### config.mk
export PLATFORM = sky130hd
export DESIGN_NAME = status_summary_service_request
export DESIGN_NICKNAME = d
export VERILOG_FILES = /design/src/core/event_reg_set.sv /design/src/core/status_summary_service_request.sv
export SDC_FILE = /design/constraint.sdc
export NUM_CORES = 1
export LEC_CHECK = 0
export BUFFER_PORTS_ARGS = -buffer_cell sky130_fd_sc_hd__buf_2
export CORE_UTILIZATION = 60
export DETAILED_ROUTE_END_ITERATION = 16
export PLACE_DENSITY = 0.81
export SYNTH_ARGS = -nofsm -noshare
export SYNTH_HDL_FRONTEND = slang
export SYNTH_HIERARCHICAL = 1
export SYNTH_SLANG_ARGS = --single-unit
### constraint.sdc
create_clock -name i_sys_clk -period 5.6 [get_ports i_sys_clk]
set_clock_uncertainty 0.15 [all_clocks]
set_input_delay 0.56 -clock i_sys_clk [delete_from_list [all_inputs] [get_ports i_sys_clk]]
set_output_delay 0.56 -clock i_sys_clk [all_outputs]
set_load 0.05 [all_outputs]
### src/core/event_reg_set.sv
// Shared constants for the status summary block, and one event register set.
// Assumes all inputs are synchronous to i_sys_clk; i_srst is the power-on clear.
package ssr_pkg;
    localparam int unsigned REG_W       = 16;
    localparam int unsigned STB_W       = 8;
    localparam int unsigned SEL_W       = 4;
    localparam int unsigned ERRQ_DEPTH  = 10;
    localparam int unsigned OUTQ_DEPTH  = 4;
    // Status byte bit positions
    localparam int unsigned STB_MEAS    = 0;
    localparam int unsigned STB_UNUSED  = 1;
    localparam int unsigned STB_ERR     = 2;
    localparam int unsigned STB_QUES    = 3;
    localparam int unsigned STB_MSG     = 4;
    localparam int unsigned STB_STD     = 5;
    localparam int unsigned STB_RQS     = 6;
    localparam int unsigned STB_OPER    = 7;
    localparam logic [REG_W-1:0] REG_RESET = 16'h0000;
    localparam logic [STB_W-1:0] STB_RESET = 8'h00;

    // Register selector for enable writes and queries
    typedef enum logic [SEL_W-1:0] {
        SEL_STD_EVENT  = 4'b0000,
        SEL_STD_ENABLE = 4'b0001,
        SEL_OPER_COND  = 4'b0010,
        SEL_OPER_EVENT = 4'b0011,
        SEL_OPER_ENABLE= 4'b0100,
        SEL_MEAS_COND  = 4'b0101,
        SEL_MEAS_EVENT = 4'b0110,
        SEL_MEAS_ENABLE= 4'b0111,
        SEL_QUES_COND  = 4'b1000,
        SEL_QUES_EVENT = 4'b1001,
        SEL_QUES_ENABLE= 4'b1010,
        SEL_STB        = 4'b1011,
        SEL_SRE        = 4'b1100
    } reg_sel_t;
endpackage : ssr_pkg

`timescale 1ns/10ps
module event_reg_set
    import ssr_pkg::*;
#(
    parameter int unsigned W = REG_W
) (
    input  wire logic         i_sys_clk,
    input  wire logic         i_srst,
    input  wire logic [W-1:0] i_cond,
    input  wire logic [W-1:0] i_event,
    input  wire logic         i_event_clr,
    input  wire logic         i_enable_wr,
    input  wire logic [W-1:0] i_enable_data,
    input  wire logic         i_enable_clr,
    output logic      [W-1:0] o_cond,
    output logic      [W-1:0] o_event,
    output logic      [W-1:0] o_enable,
    output logic              o_summary
);
    logic [W-1:0] cond_ff;
    logic [W-1:0] event_ff;
    logic [W-1:0] enable_ff;

    // Condition follows the live state, no latching
    always_ff @(posedge i_sys_clk) begin
        if (i_srst) begin
            cond_ff <= W'(REG_RESET);
        end else begin
            cond_ff <= i_cond;
        end
    end

    // Sticky event bits; a new event wins over a same-cycle clear
    always_ff @(posedge i_sys_clk) begin
        if (i_srst) begin
            event_ff <= W'(REG_RESET);
        end else begin
            event_ff <= (i_event_clr ? W'(REG_RESET) : event_ff) | i_event;
        end
    end

    // Enable is the only host-writable part; write wins over preset
    always_ff @(posedge i_sys_clk) begin
        if (i_srst) begin
            enable_ff <= W'(REG_RESET);
        end else if (i_enable_wr) begin
            enable_ff <= i_enable_data;
        end else if (i_enable_clr) begin
            enable_ff <= W'(REG_RESET);
        end
    end

    assign o_cond    = cond_ff;
    assign o_event   = event_ff;
    assign o_enable  = enable_ff;
    assign o_summary = |(event_ff & enable_ff);
endmodule : event_reg_set

### src/core/status_summary_service_request.sv
// Status byte, service request enable and queue summaries of the status structure.
// Assumes one synchronous clock, a command decoder that issues one-cycle strobes,
// and firmware that renders query values as decimal text.
`timescale 1ns/10ps
module status_summary_service_request
    import ssr_pkg::*;
#(
    parameter int unsigned ERR_DEPTH = ERRQ_DEPTH,
    parameter int unsigned OUT_DEPTH = OUTQ_DEPTH
) (
    input  wire logic             i_sys_clk,
    input  wire logic             i_srst,
    // Live conditions and one-cycle event pulses of the four sets
    input  wire logic [REG_W-1:0] i_std_cond,
    input  wire logic [REG_W-1:0] i_std_event,
    input  wire logic [REG_W-1:0] i_oper_cond,
    input  wire logic [REG_W-1:0] i_oper_event,
    input  wire logic [REG_W-1:0] i_meas_cond,
    input  wire logic [REG_W-1:0] i_meas_event,
    input  wire logic [REG_W-1:0] i_ques_cond,
    input  wire logic [REG_W-1:0] i_ques_event,
    // Queue traffic
    input  wire logic             i_err_push,
    input  wire logic             i_err_pop,
    input  wire logic             i_out_push,
    input  wire logic             i_out_pop,
    // Command strobes
    input  wire logic             i_clear_status,
    input  wire logic             i_status_preset,
    input  wire logic             i_queue_clear,
    input  wire logic             i_system_clear,
    input  wire logic             i_system_preset,
    input  wire logic             i_reset_cmd,
    input  wire logic             i_serial_poll,
    // Enable write and register query
    input  wire logic             i_wr,
    input  wire logic             i_rd,
    input  wire logic [SEL_W-1:0] i_sel,
    input  wire logic [REG_W-1:0] i_wr_data,
    output logic      [REG_W-1:0] o_rd_data,
    output logic                  o_rd_valid,
    output logic      [STB_W-1:0] o_poll_byte,
    output logic                  o_poll_valid,
    output logic      [STB_W-1:0] o_status_byte,
    output logic                  o_service_request,
    output logic                  o_err_full,
    output logic                  o_out_full
);
    localparam int unsigned ERR_CW = $clog2(ERR_DEPTH + 1);
    localparam int unsigned OUT_CW = $clog2(OUT_DEPTH + 1);
    localparam logic [ERR_CW-1:0] ERR_ZERO = '0;
    localparam logic [OUT_CW-1:0] OUT_ZERO = '0;
    localparam logic [ERR_CW-1:0] ERR_ONE  = ERR_CW'(1);
    localparam logic [OUT_CW-1:0] OUT_ONE  = OUT_CW'(1);
    localparam logic [ERR_CW-1:0] ERR_MAX  = ERR_CW'(ERR_DEPTH);
    localparam logic [OUT_CW-1:0] OUT_MAX  = OUT_CW'(OUT_DEPTH);

    reg_sel_t           sel;
    logic [REG_W-1:0]   std_cond, std_event, std_enable;
    logic [REG_W-1:0]   oper_cond, oper_event, oper_enable;
    logic [REG_W-1:0]   meas_cond, meas_event, meas_enable;
    logic [REG_W-1:0]   ques_cond, ques_event, ques_enable;
    logic               std_sum, oper_sum, meas_sum, ques_sum;
    logic [STB_W-1:0]   sre_ff;
    logic [ERR_CW-1:0]  err_count_ff;
    logic [OUT_CW-1:0]  out_count_ff;
    logic               rqs_ff;
    logic [STB_W-1:0]   summary_vec;
    logic [STB_W-1:0]   sre_masked;
    logic [STB_W-1:0]   enabled_sum;
    logic [STB_W-1:0]   enabled_sum_ff;
    logic               mss;
    logic               rise;
    logic               err_clear;
    logic [REG_W-1:0]   nxt_rd_data;
    logic [REG_W-1:0]   rd_data_ff;
    logic               rd_valid_ff;
    logic [STB_W-1:0]   poll_byte_ff;
    logic               poll_valid_ff;
    logic [STB_W-1:0]   status_byte_ff;
    logic               srq_ff;
    logic               err_full_ff;
    logic               out_full_ff;

    assign sel = reg_sel_t'(i_sel);

    ////////////////////////////////////////////////////////////////////////////
    // Four event register sets; system preset and reset command are not wired
    event_reg_set #(.W(REG_W)) u_std (
        .i_sys_clk     (i_sys_clk),
        .i_srst        (i_srst),
        .i_cond        (i_std_cond),
        .i_event       (i_std_event),
        .i_event_clr   (i_clear_status | (i_rd && sel == SEL_STD_EVENT)),
        .i_enable_wr   (i_wr && sel == SEL_STD_ENABLE),
        .i_enable_data (i_wr_data),
        .i_enable_clr  (1'b0),
        .o_cond        (std_cond),
        .o_event       (std_event),
        .o_enable      (std_enable),
        .o_summary     (std_sum)
    );

    event_reg_set #(.W(REG_W)) u_oper (
        .i_sys_clk     (i_sys_clk),
        .i_srst        (i_srst),
        .i_cond        (i_oper_cond),
        .i_event       (i_oper_event),
        .i_event_clr   (i_clear_status | (i_rd && sel == SEL_OPER_EVENT)),
        .i_enable_wr   (i_wr && sel == SEL_OPER_ENABLE),
        .i_enable_data (i_wr_data),
        .i_enable_clr  (i_status_preset),
        .o_cond        (oper_cond),
        .o_event       (oper_event),
        .o_enable      (oper_enable),
        .o_summary     (oper_sum)
    );

    event_reg_set #(.W(REG_W)) u_meas (
        .i_sys_clk     (i_sys_clk),
        .i_srst        (i_srst),
        .i_cond        (i_meas_cond),
        .i_event       (i_meas_event),
        .i_event_clr   (i_clear_status | (i_rd && sel == SEL_MEAS_EVENT)),
        .i_enable_wr   (i_wr && sel == SEL_MEAS_ENABLE),
        .i_enable_data (i_wr_data),
        .i_enable_clr  (i_status_preset),
        .o_cond        (meas_cond),
        .o_event       (meas_event),
        .o_enable      (meas_enable),
        .o_summary     (meas_sum)
    );

    event_reg_set #(.W(REG_W)) u_ques (
        .i_sys_clk     (i_sys_clk),
        .i_srst        (i_srst),
        .i_cond        (i_ques_cond),
        .i_event       (i_ques_event),
        .i_event_clr   (i_clear_status | (i_rd && sel == SEL_QUES_EVENT)),
        .i_enable_wr   (i_wr && sel == SEL_QUES_ENABLE),
        .i_enable_data (i_wr_data),
        .i_enable_clr  (i_status_preset),
        .o_cond        (ques_cond),
        .o_event       (ques_event),
        .o_enable      (ques_enable),
        .o_summary     (ques_sum)
    );

    ////////////////////////////////////////////////////////////////////////////
    // Service request enable: power-up or write only
    always_ff @(posedge i_sys_clk) begin
        if (i_srst) begin
            sre_ff <= STB_RESET;
        end else if (i_wr && sel == SEL_SRE) begin
            sre_ff <= i_wr_data[STB_W-1:0];
        end
    end

    ////////////////////////////////////////////////////////////////////////////
    // Queue occupancy; pushes into a full queue are dropped
    assign err_clear = i_clear_status | i_queue_clear | i_system_clear;

    always_ff @(posedge i_sys_clk) begin
        if (i_srst || err_clear) begin
            err_count_ff <= ERR_ZERO;
        end else if (i_err_push && !i_err_pop && err_count_ff != ERR_MAX) begin
            err_count_ff <= err_count_ff + ERR_ONE;
        end else if (i_err_pop && !i_err_push && err_count_ff != ERR_ZERO) begin
            err_count_ff <= err_count_ff - ERR_ONE;
        end
    end

    always_ff @(posedge i_sys_clk) begin
        if (i_srst) begin
            out_count_ff <= OUT_ZERO;
        end else if (i_out_push && !i_out_pop && out_count_ff != OUT_MAX) begin
            out_count_ff <= out_count_ff + OUT_ONE;
        end else if (i_out_pop && !i_out_push && out_count_ff != OUT_ZERO) begin
            out_count_ff <= out_count_ff - OUT_ONE;
        end
    end

    always_ff @(posedge i_sys_clk) begin
        if (i_srst) begin
            err_full_ff <= 1'b0;
            out_full_ff <= 1'b0;
        end else begin
            err_full_ff <= (err_count_ff == ERR_MAX);
            out_full_ff <= (out_count_ff == OUT_MAX);
        end
    end

    ////////////////////////////////////////////////////////////////////////////
    // Summary vector, unlatched, and master summary
    always_comb begin
        summary_vec             = STB_RESET;
        summary_vec[STB_MEAS]   = meas_sum;
        summary_vec[STB_UNUSED] = 1'b0;
        summary_vec[STB_ERR]    = (err_count_ff != ERR_ZERO);
        summary_vec[STB_QUES]   = ques_sum;
        summary_vec[STB_MSG]    = (out_count_ff != OUT_ZERO);
        summary_vec[STB_STD]    = std_sum;
        summary_vec[STB_RQS]    = 1'b0;
        summary_vec[STB_OPER]   = oper_sum;
    end

    always_comb begin
        sre_masked          = sre_ff;
        sre_masked[STB_RQS] = 1'b0;
    end

    assign enabled_sum = summary_vec & sre_masked;
    assign mss         = |enabled_sum;
    assign rise        = |(enabled_sum & ~enabled_sum_ff);

    always_ff @(posedge i_sys_clk) begin
        if (i_srst) begin
            enabled_sum_ff <= STB_RESET;
        end else begin
            enabled_sum_ff <= enabled_sum;
        end
    end

    // Request service: set on a rising enabled summary, cleared by poll; set wins
    always_ff @(posedge i_sys_clk) begin
        if (i_srst) begin
            rqs_ff <= 1'b0;
        end else if (rise) begin
            rqs_ff <= 1'b1;
        end else if (i_serial_poll) begin
            rqs_ff <= 1'b0;
        end
    end

    always_ff @(posedge i_sys_clk) begin
        if (i_srst) begin
            srq_ff <= 1'b0;
        end else begin
            srq_ff <= rise | (rqs_ff & ~i_serial_poll);
        end
    end

    ////////////////////////////////////////////////////////////////////////////
    // Status byte image: B6 shows master summary
    always_ff @(posedge i_sys_clk) begin
        if (i_srst) begin
            status_byte_ff <= STB_RESET;
        end else begin
            status_byte_ff          <= summary_vec;
            status_byte_ff[STB_RQS] <= mss;
        end
    end

    // Serial poll answer: B6 shows request service
    always_ff @(posedge i_sys_clk) begin
        if (i_srst) begin
            poll_byte_ff  <= STB_RESET;
            poll_valid_ff <= 1'b0;
        end else begin
            poll_valid_ff <= i_serial_poll;
            if (i_serial_poll) begin
                poll_byte_ff          <= summary_vec;
                poll_byte_ff[STB_RQS] <= rqs_ff | rise;
            end
        end
    end

    ////////////////////////////////////////////////////////////////////////////
    // Query mux: binary pattern, rendered as decimal by firmware
    always_comb begin
        nxt_rd_data = REG_RESET;
        unique case (sel)
            SEL_STD_EVENT:   nxt_rd_data = std_event;
            SEL_STD_ENABLE:  nxt_rd_data = std_enable;
            SEL_OPER_COND:   nxt_rd_data = oper_cond;
            SEL_OPER_EVENT:  nxt_rd_data = oper_event;
            SEL_OPER_ENABLE: nxt_rd_data = oper_enable;
            SEL_MEAS_COND:   nxt_rd_data = meas_cond;
            SEL_MEAS_EVENT:  nxt_rd_data = meas_event;
            SEL_MEAS_ENABLE: nxt_rd_data = meas_enable;
            SEL_QUES_COND:   nxt_rd_data = ques_cond;
            SEL_QUES_EVENT:  nxt_rd_data = ques_event;
            SEL_QUES_ENABLE: nxt_rd_data = ques_enable;
            SEL_STB: begin
                nxt_rd_data                   = {{(REG_W-STB_W){1'b0}}, summary_vec};
                nxt_rd_data[STB_RQS]          = mss;
            end
            SEL_SRE:         nxt_rd_data = {{(REG_W-STB_W){1'b0}}, sre_ff};
            default:         nxt_rd_data = REG_RESET;
        endcase
    end

    always_ff @(posedge i_sys_clk) begin
        if (i_srst) begin
            rd_data_ff  <= REG_RESET;
            rd_valid_ff <= 1'b0;
        end else begin
            rd_valid_ff <= i_rd;
            if (i_rd) begin
                rd_data_ff <= nxt_rd_data;
            end
        end
    end

    // Standard condition is kept for completeness but has no query code
    logic std_cond_unused;
    assign std_cond_unused = |std_cond | i_system_preset | i_reset_cmd;

    assign o_rd_data         = rd_data_ff;
    assign o_rd_valid        = rd_valid_ff;
    assign o_poll_byte       = poll_byte_ff;
    assign o_poll_valid      = poll_valid_ff;
    assign o_status_byte     = status_byte_ff;
    assign o_service_request = srq_ff;
    assign o_err_full        = err_full_ff;
    assign o_out_full        = out_full_ff;
endmodule : status_summary_service_request

---- Word-level counts from Yosys, hierarchy flattened ----
Cells that the tools add are included.
Widths: inputs -> output; s select.
storage, ports and cells
  RAM bits ................................ 0
  word-level logic and storage cells ...... 118
  output and inout port bits .............. 37
  input port bits ......................... 163
  latch bits .............................. 0
  memory bits (read-only) ................. 0
  register bits ........................... 236
  memories ................................ 0
operators by class
  muxes and demuxes ....................... 15
  bitwise operators ....................... 21
  add/sub/neg operators ................... 4
  divide/modulo/power cells ............... 0
  equal/unequal tests ..................... 16
  order comparisons ....................... 0
  shifts and indexed selects .............. 0
  reduce and logical (&&, ||, !) cells .... 37
  multipliers ............................. 0
operators by type and width
  cell                 count
  $pmux 16 s13         1
  $mux 16              8
  $and 16x16->16       4
  $or 16x16->16        4
  $reduce_or 16->1     4
  $eq 4x4->1 const B   6
  $logic_and 1x1->1    17
  $and 8x8->8          2
  $eq 4x3->1 const B   4
  $reduce_or 8->1      2
  $reduce_bool 2->1    6
  $eq 4x2->1 const B   2
  $mux 4               2
  $not 8->8            1
  $or 1x1->1           8
  $mux 3               2
  $add 4x1->4 const B  1
  $eq 4x1->1 const B   1
  $logic_not 1->1      4
  $logic_not 4->1      1
  $ne 4x4->1 const B   1
  $reduce_bool 4->1    1
  $sub 4x1->4 const B  1
  $add 3x1->3 const B  1
  8 further kinds      9

---- Depth between registers and ports, before layout ----
  word-level depth ........................ 6
  depth in mapped cells ................... 9
  gate-level depth less buffers ........... 9

---- Hierarchy ----
Netlist, hierarchy kept.
modules (own cells, without submodules)
  module                          sequential area each (um2)  cells each  area an instance (um2)  times used
  event_reg_set                   960.9                       165         1,704.1                 4
  status_summary_service_request  1,141.1                     492         4,030.1                 1

---- Worst setup path before layout ----
Ideal clock, no wire load.
  path type ............................... in2reg
  from .................................... in i_err_pop
  to ...................................... reg err_count_ff[3]
  data arrival time ....................... 1,831 ps
  setup slack ............................. 3,504 ps
  cell stages on the path ................. 7
  library setup time ...................... 115 ps
  cells stage by stage .................... nand3b_1 > ha_1 > a21o_1 > a21oi_1 > mux2i_1 > xnor2_1 > nor2_1
between the ends
  word-level cells in the longest chain between the ends .. 4
RTL lines
  element                                      RTL line                               source
  from (decl)                                  status_summary_service_request.sv:24   input wire logic i_err_pop,
  $logic_not 1->1                              status_summary_service_request.sv:166  end else if (i_err_push && !i_err_pop && err_count_ff != ERR_MAX) begin
  $logic_and 1x1->1 (2 in series)              status_summary_service_request.sv:166
  $mux 4 or $reduce_bool 2->1 (tied branches)  -
  to (signal assigned)                         status_summary_service_request.sv:167  err_count_ff <= err_count_ff + ERR_ONE;
  to (signal assigned)                         status_summary_service_request.sv:169  err_count_ff <= err_count_ff - ERR_ONE;
  to (decl)                                    status_summary_service_request.sv:65   logic [ERR_CW-1:0] err_count_ff;
Several ways; a longest one is shown, not always the timed one.
A chain may end at the register's enable or synchronous reset.

---- Worst setup path in the final report ----
  from .................................... reg u_ques.event_ff[13] (netlist: u_ques/o_event[13])
  to ...................................... reg poll_byte_ff[6] (netlist: o_poll_byte[6])
between the ends
  word-level cells in the longest chain between the ends .. 6
RTL lines
  element                          RTL line                               source
  from (decl)                      event_reg_set.sv:59                    logic [W-1:0] event_ff;
  from (signal assigned)           event_reg_set.sv:74                    event_ff <= W'(REG_RESET);
  from (signal assigned)           event_reg_set.sv:76                    event_ff <= (i_event_clr ? W'(REG_RESET) : event_ff) | i_event;
  $and 16x16->16                   event_reg_set.sv:94                    assign o_summary = |(event_ff & enable_ff);
  $reduce_or 16->1                 event_reg_set.sv:94
  via ques_sum                     status_summary_service_request.sv:63   logic std_sum, oper_sum, meas_sum, ques_sum;
  $and 8x8->8                      status_summary_service_request.sv:212  assign enabled_sum = summary_vec & sre_masked;
  $and 8x8->8                      status_summary_service_request.sv:214  assign rise = |(enabled_sum & ~enabled_sum_ff);
  $reduce_or 8->1                  status_summary_service_request.sv:214
  $or 1x1->1                       status_summary_service_request.sv:263  poll_byte_ff[STB_RQS] <= rqs_ff | rise;
  to (signal assigned)             status_summary_service_request.sv:262  poll_byte_ff <= summary_vec;
  to (signal, indexed assignment)  status_summary_service_request.sv:263
  to (decl)                        status_summary_service_request.sv:78   logic [STB_W-1:0] poll_byte_ff;
The timed path passes the listed nets, and every way through them passes these cells.

==> flow_metrics.env <==
export IMPL_critPathKind="flop to flop"
export IMPL_start_util_pct=62.21
export IMPL_finalSetupViolations=0
export IMPL_cap_violations=0
export IMPL_cp_num_cells=8
export IMPL_instances_no_fill=1498
export IMPL_regToRegStartpoint="u_ques/o_event[13]"
export IMPL_finalCriticalPeriod_ns=2.639
export IMPL_p_per_area_nw_per_um2=322.4
export IMPL_io_pins=200
export IMPL_crit_arrival_ns=2.86
export IMPL_vias_per_cell=6.408
export IMPL_avgRoutedWirePerCell_um=23.24
export IMPL_peakVddDrop_uv=312.6
export IMPL_min_path_type="input pin to flop"
export IMPL_areaGrowthSynthToFinish_pct=14.63
export IMPL_post_dp_hpwl_um=24450
export IMPL_slew_violations=0
export IMPL_diodes=0
export IMPL_cts_sinks=233
export IMPL_max_freq_ghz=0.3789
export IMPL_critPathBufInv=0
export IMPL_ant_nets=0
export IMPL_worstMarginPinSlew_ns=1.299
export IMPL_die_h_um=133.8
export IMPL_cts_hold_buffers=0
export IMPL_outcome="finished, final reports clean"
export IMPL_rsz0062_at_grt="no"
export IMPL_port_buffers=179
export IMPL_cpPeakStageDelay_ns=0.48
export IMPL_whs_endpoint="u_ques/o_event[5]"
export IMPL_worstSkewPairLatency_ns=0.52
export IMPL_setup_tns_ns=0
export IMPL_rows=47
export IMPL_mappedNetlistArea_um2=10430
export IMPL_post_cts_setup_buffer_count=0
export IMPL_grt_total_usage_pct=38.19
export IMPL_clk_path_buf_depth=3
export IMPL_drtPass1Iterations=6
export IMPL_cts_buffers=24
export IMPL_fp_dieW_um=133.8
export IMPL_path_max_fanout=4
export IMPL_max_slew_margin_pct=13.42
export IMPL_grt_antenna_before_repair=0
export IMPL_ff2ff_setup_slack_ns=2.96
export IMPL_hp_start="i_ques_event[5]"
export IMPL_core_um2=16760
export IMPL_drive_gt1_share_pct=25.59
export IMPL_cp_top_family="simple AND/OR/NAND/NOR gates"
export IMPL_placed_cells=1454
export IMPL_cp_required_ns=5.83
export IMPL_cts_resized_gates=0
export IMPL_grt_ovfl_total=0
export IMPL_hold_viol=0
export IMPL_die_area_um2=17910
export IMPL_cts_root_buffer="clkbuf_16"
export IMPL_utilization_pct=71.31
export IMPL_tritoncts="yes"
export IMPL_syn_avg_cell_area_um2=9.309
export IMPL_cpMaxStageDelayCell="nand4_1"
export IMPL_synth_cells=1120
export IMPL_grt_pass1_wl_um=51270
export IMPL_layout_common_cells="dfxtp_1, nor2_1, buf_2, a21oi_1, nor2b_1"
export IMPL_grt_pass1_vias=8664
export IMPL_path_clk_slew_ns=0.07
export IMPL_startpoint_type="flop"
export IMPL_fillCellCount=1318
export IMPL_globalplace_congestion=1.009
export IMPL_p_leak_nw=4.949
export IMPL_yosys_warnings=6
export IMPL_num_vias=9599
export IMPL_whs_path_depth=3
export IMPL_finalPower_mw=3.853
export IMPL_grt_max_degree=82
export IMPL_cts_max_level=1
export IMPL_r2r_cells=8
export IMPL_worstReg2RegEnd="o_poll_byte[6]"
export IMPL_path_cells="a22o_1 > a221oi_1 > nand4_1 > nand2_1 > o22ai_1 > or2_2 > nor3_2 > a311oi_1"
export IMPL_layout_commonest_cell="dfxtp_1"
export IMPL_period_share_pct=47.13
export IMPL_drt_iter0_markers=1452
export IMPL_end_kind="flop"
export IMPL_drc=0
export IMPL_routed_wl_um=34810
export IMPL_nets=1427
==> worst min-delay path, cell delays in order <==
cell and delay (ns):
buf_2 0.07, a21oi_1 0.03, nor2_1 0.06
==> area by class of cell <==
cell class | count | area (um^2) | area share [%]
multi-input combinational | 794 | 5111 | 42.77
sequential | 233 | 4664 | 39.03
timing repair buffer | 197 | 1037 | 8.679
clock buffer | 34 | 709.4 | 5.936
tap | 220 | 275.3 | 2.303
clock inverter | 10 | 116.4 | 0.9736
inverter | 10 | 37.54 | 0.3141
==> sequential cells by signal, summed over array words and instances (netlist names), 3 cells and up <==
name             flops
enabled_sum_ff       6
err_count_ff         4
o_poll_byte          7
o_rd_data           16
o_status_byte        7
out_count_ff         3
sre_ff               8
u_meas/o_cond       16
u_meas/o_enable     16
u_meas/o_event      16
u_oper/o_cond       16
u_oper/o_enable     16
u_oper/o_event      16
u_ques/o_cond       16
u_ques/o_enable     16
u_ques/o_event      16
u_std/o_enable      16
u_std/o_event       16
==> layer usage <==
metal / track usage [%] / wire length [um]
met1: 51.72 / 13890
met2: 59.50 / 15250
met3: 7.521 / 4130
met4: 15.91 / 1548
met5: 0 / 0
==> stage by stage <==
stage / hold WS [ns] / instance area [um^2] / worst slack (ns)
floorplan: 0.2991 / 10430 / 3.504
global placement: 0.2926 / 11130 / 2.595
detailed placement: 0.3034 / 11130 / 2.535
CTS: 0.08083 / 11950 / 3.045
global route: 0.09448 / 11950 / 2.868
finish: 0.08968 / 11950 / 2.961
==> how the worst max path moves through the flow <==
stage,to,slack (ns),from
CTS,o_poll_byte[6],3.04,u_ques/o_event[13]
floorplan,err_count_ff[3],3.50,i_err_pop
global route,o_poll_byte[6],2.87,u_std/o_event[14]
finish,o_poll_byte[6],2.96,u_ques/o_event[13]
detailed placement,o_rd_data[15],2.54,i_sel[1]
global placement,o_rd_data[15],2.59,i_sel[1]
==> power by group <==
part / internal, mW / leakage [nW] / total [mW] / switching (mW)
registers: 1.73 / 1.91 / 1.79 / 0.0639
clock network: 0.980 / 0.402 / 1.65 / 0.670
logic: 0.138 / 2.63 / 0.413 / 0.275
total: 2.84 / 4.95 / 3.85 / 1.01
No activity file was read; power rests on OpenSTA's default activity.
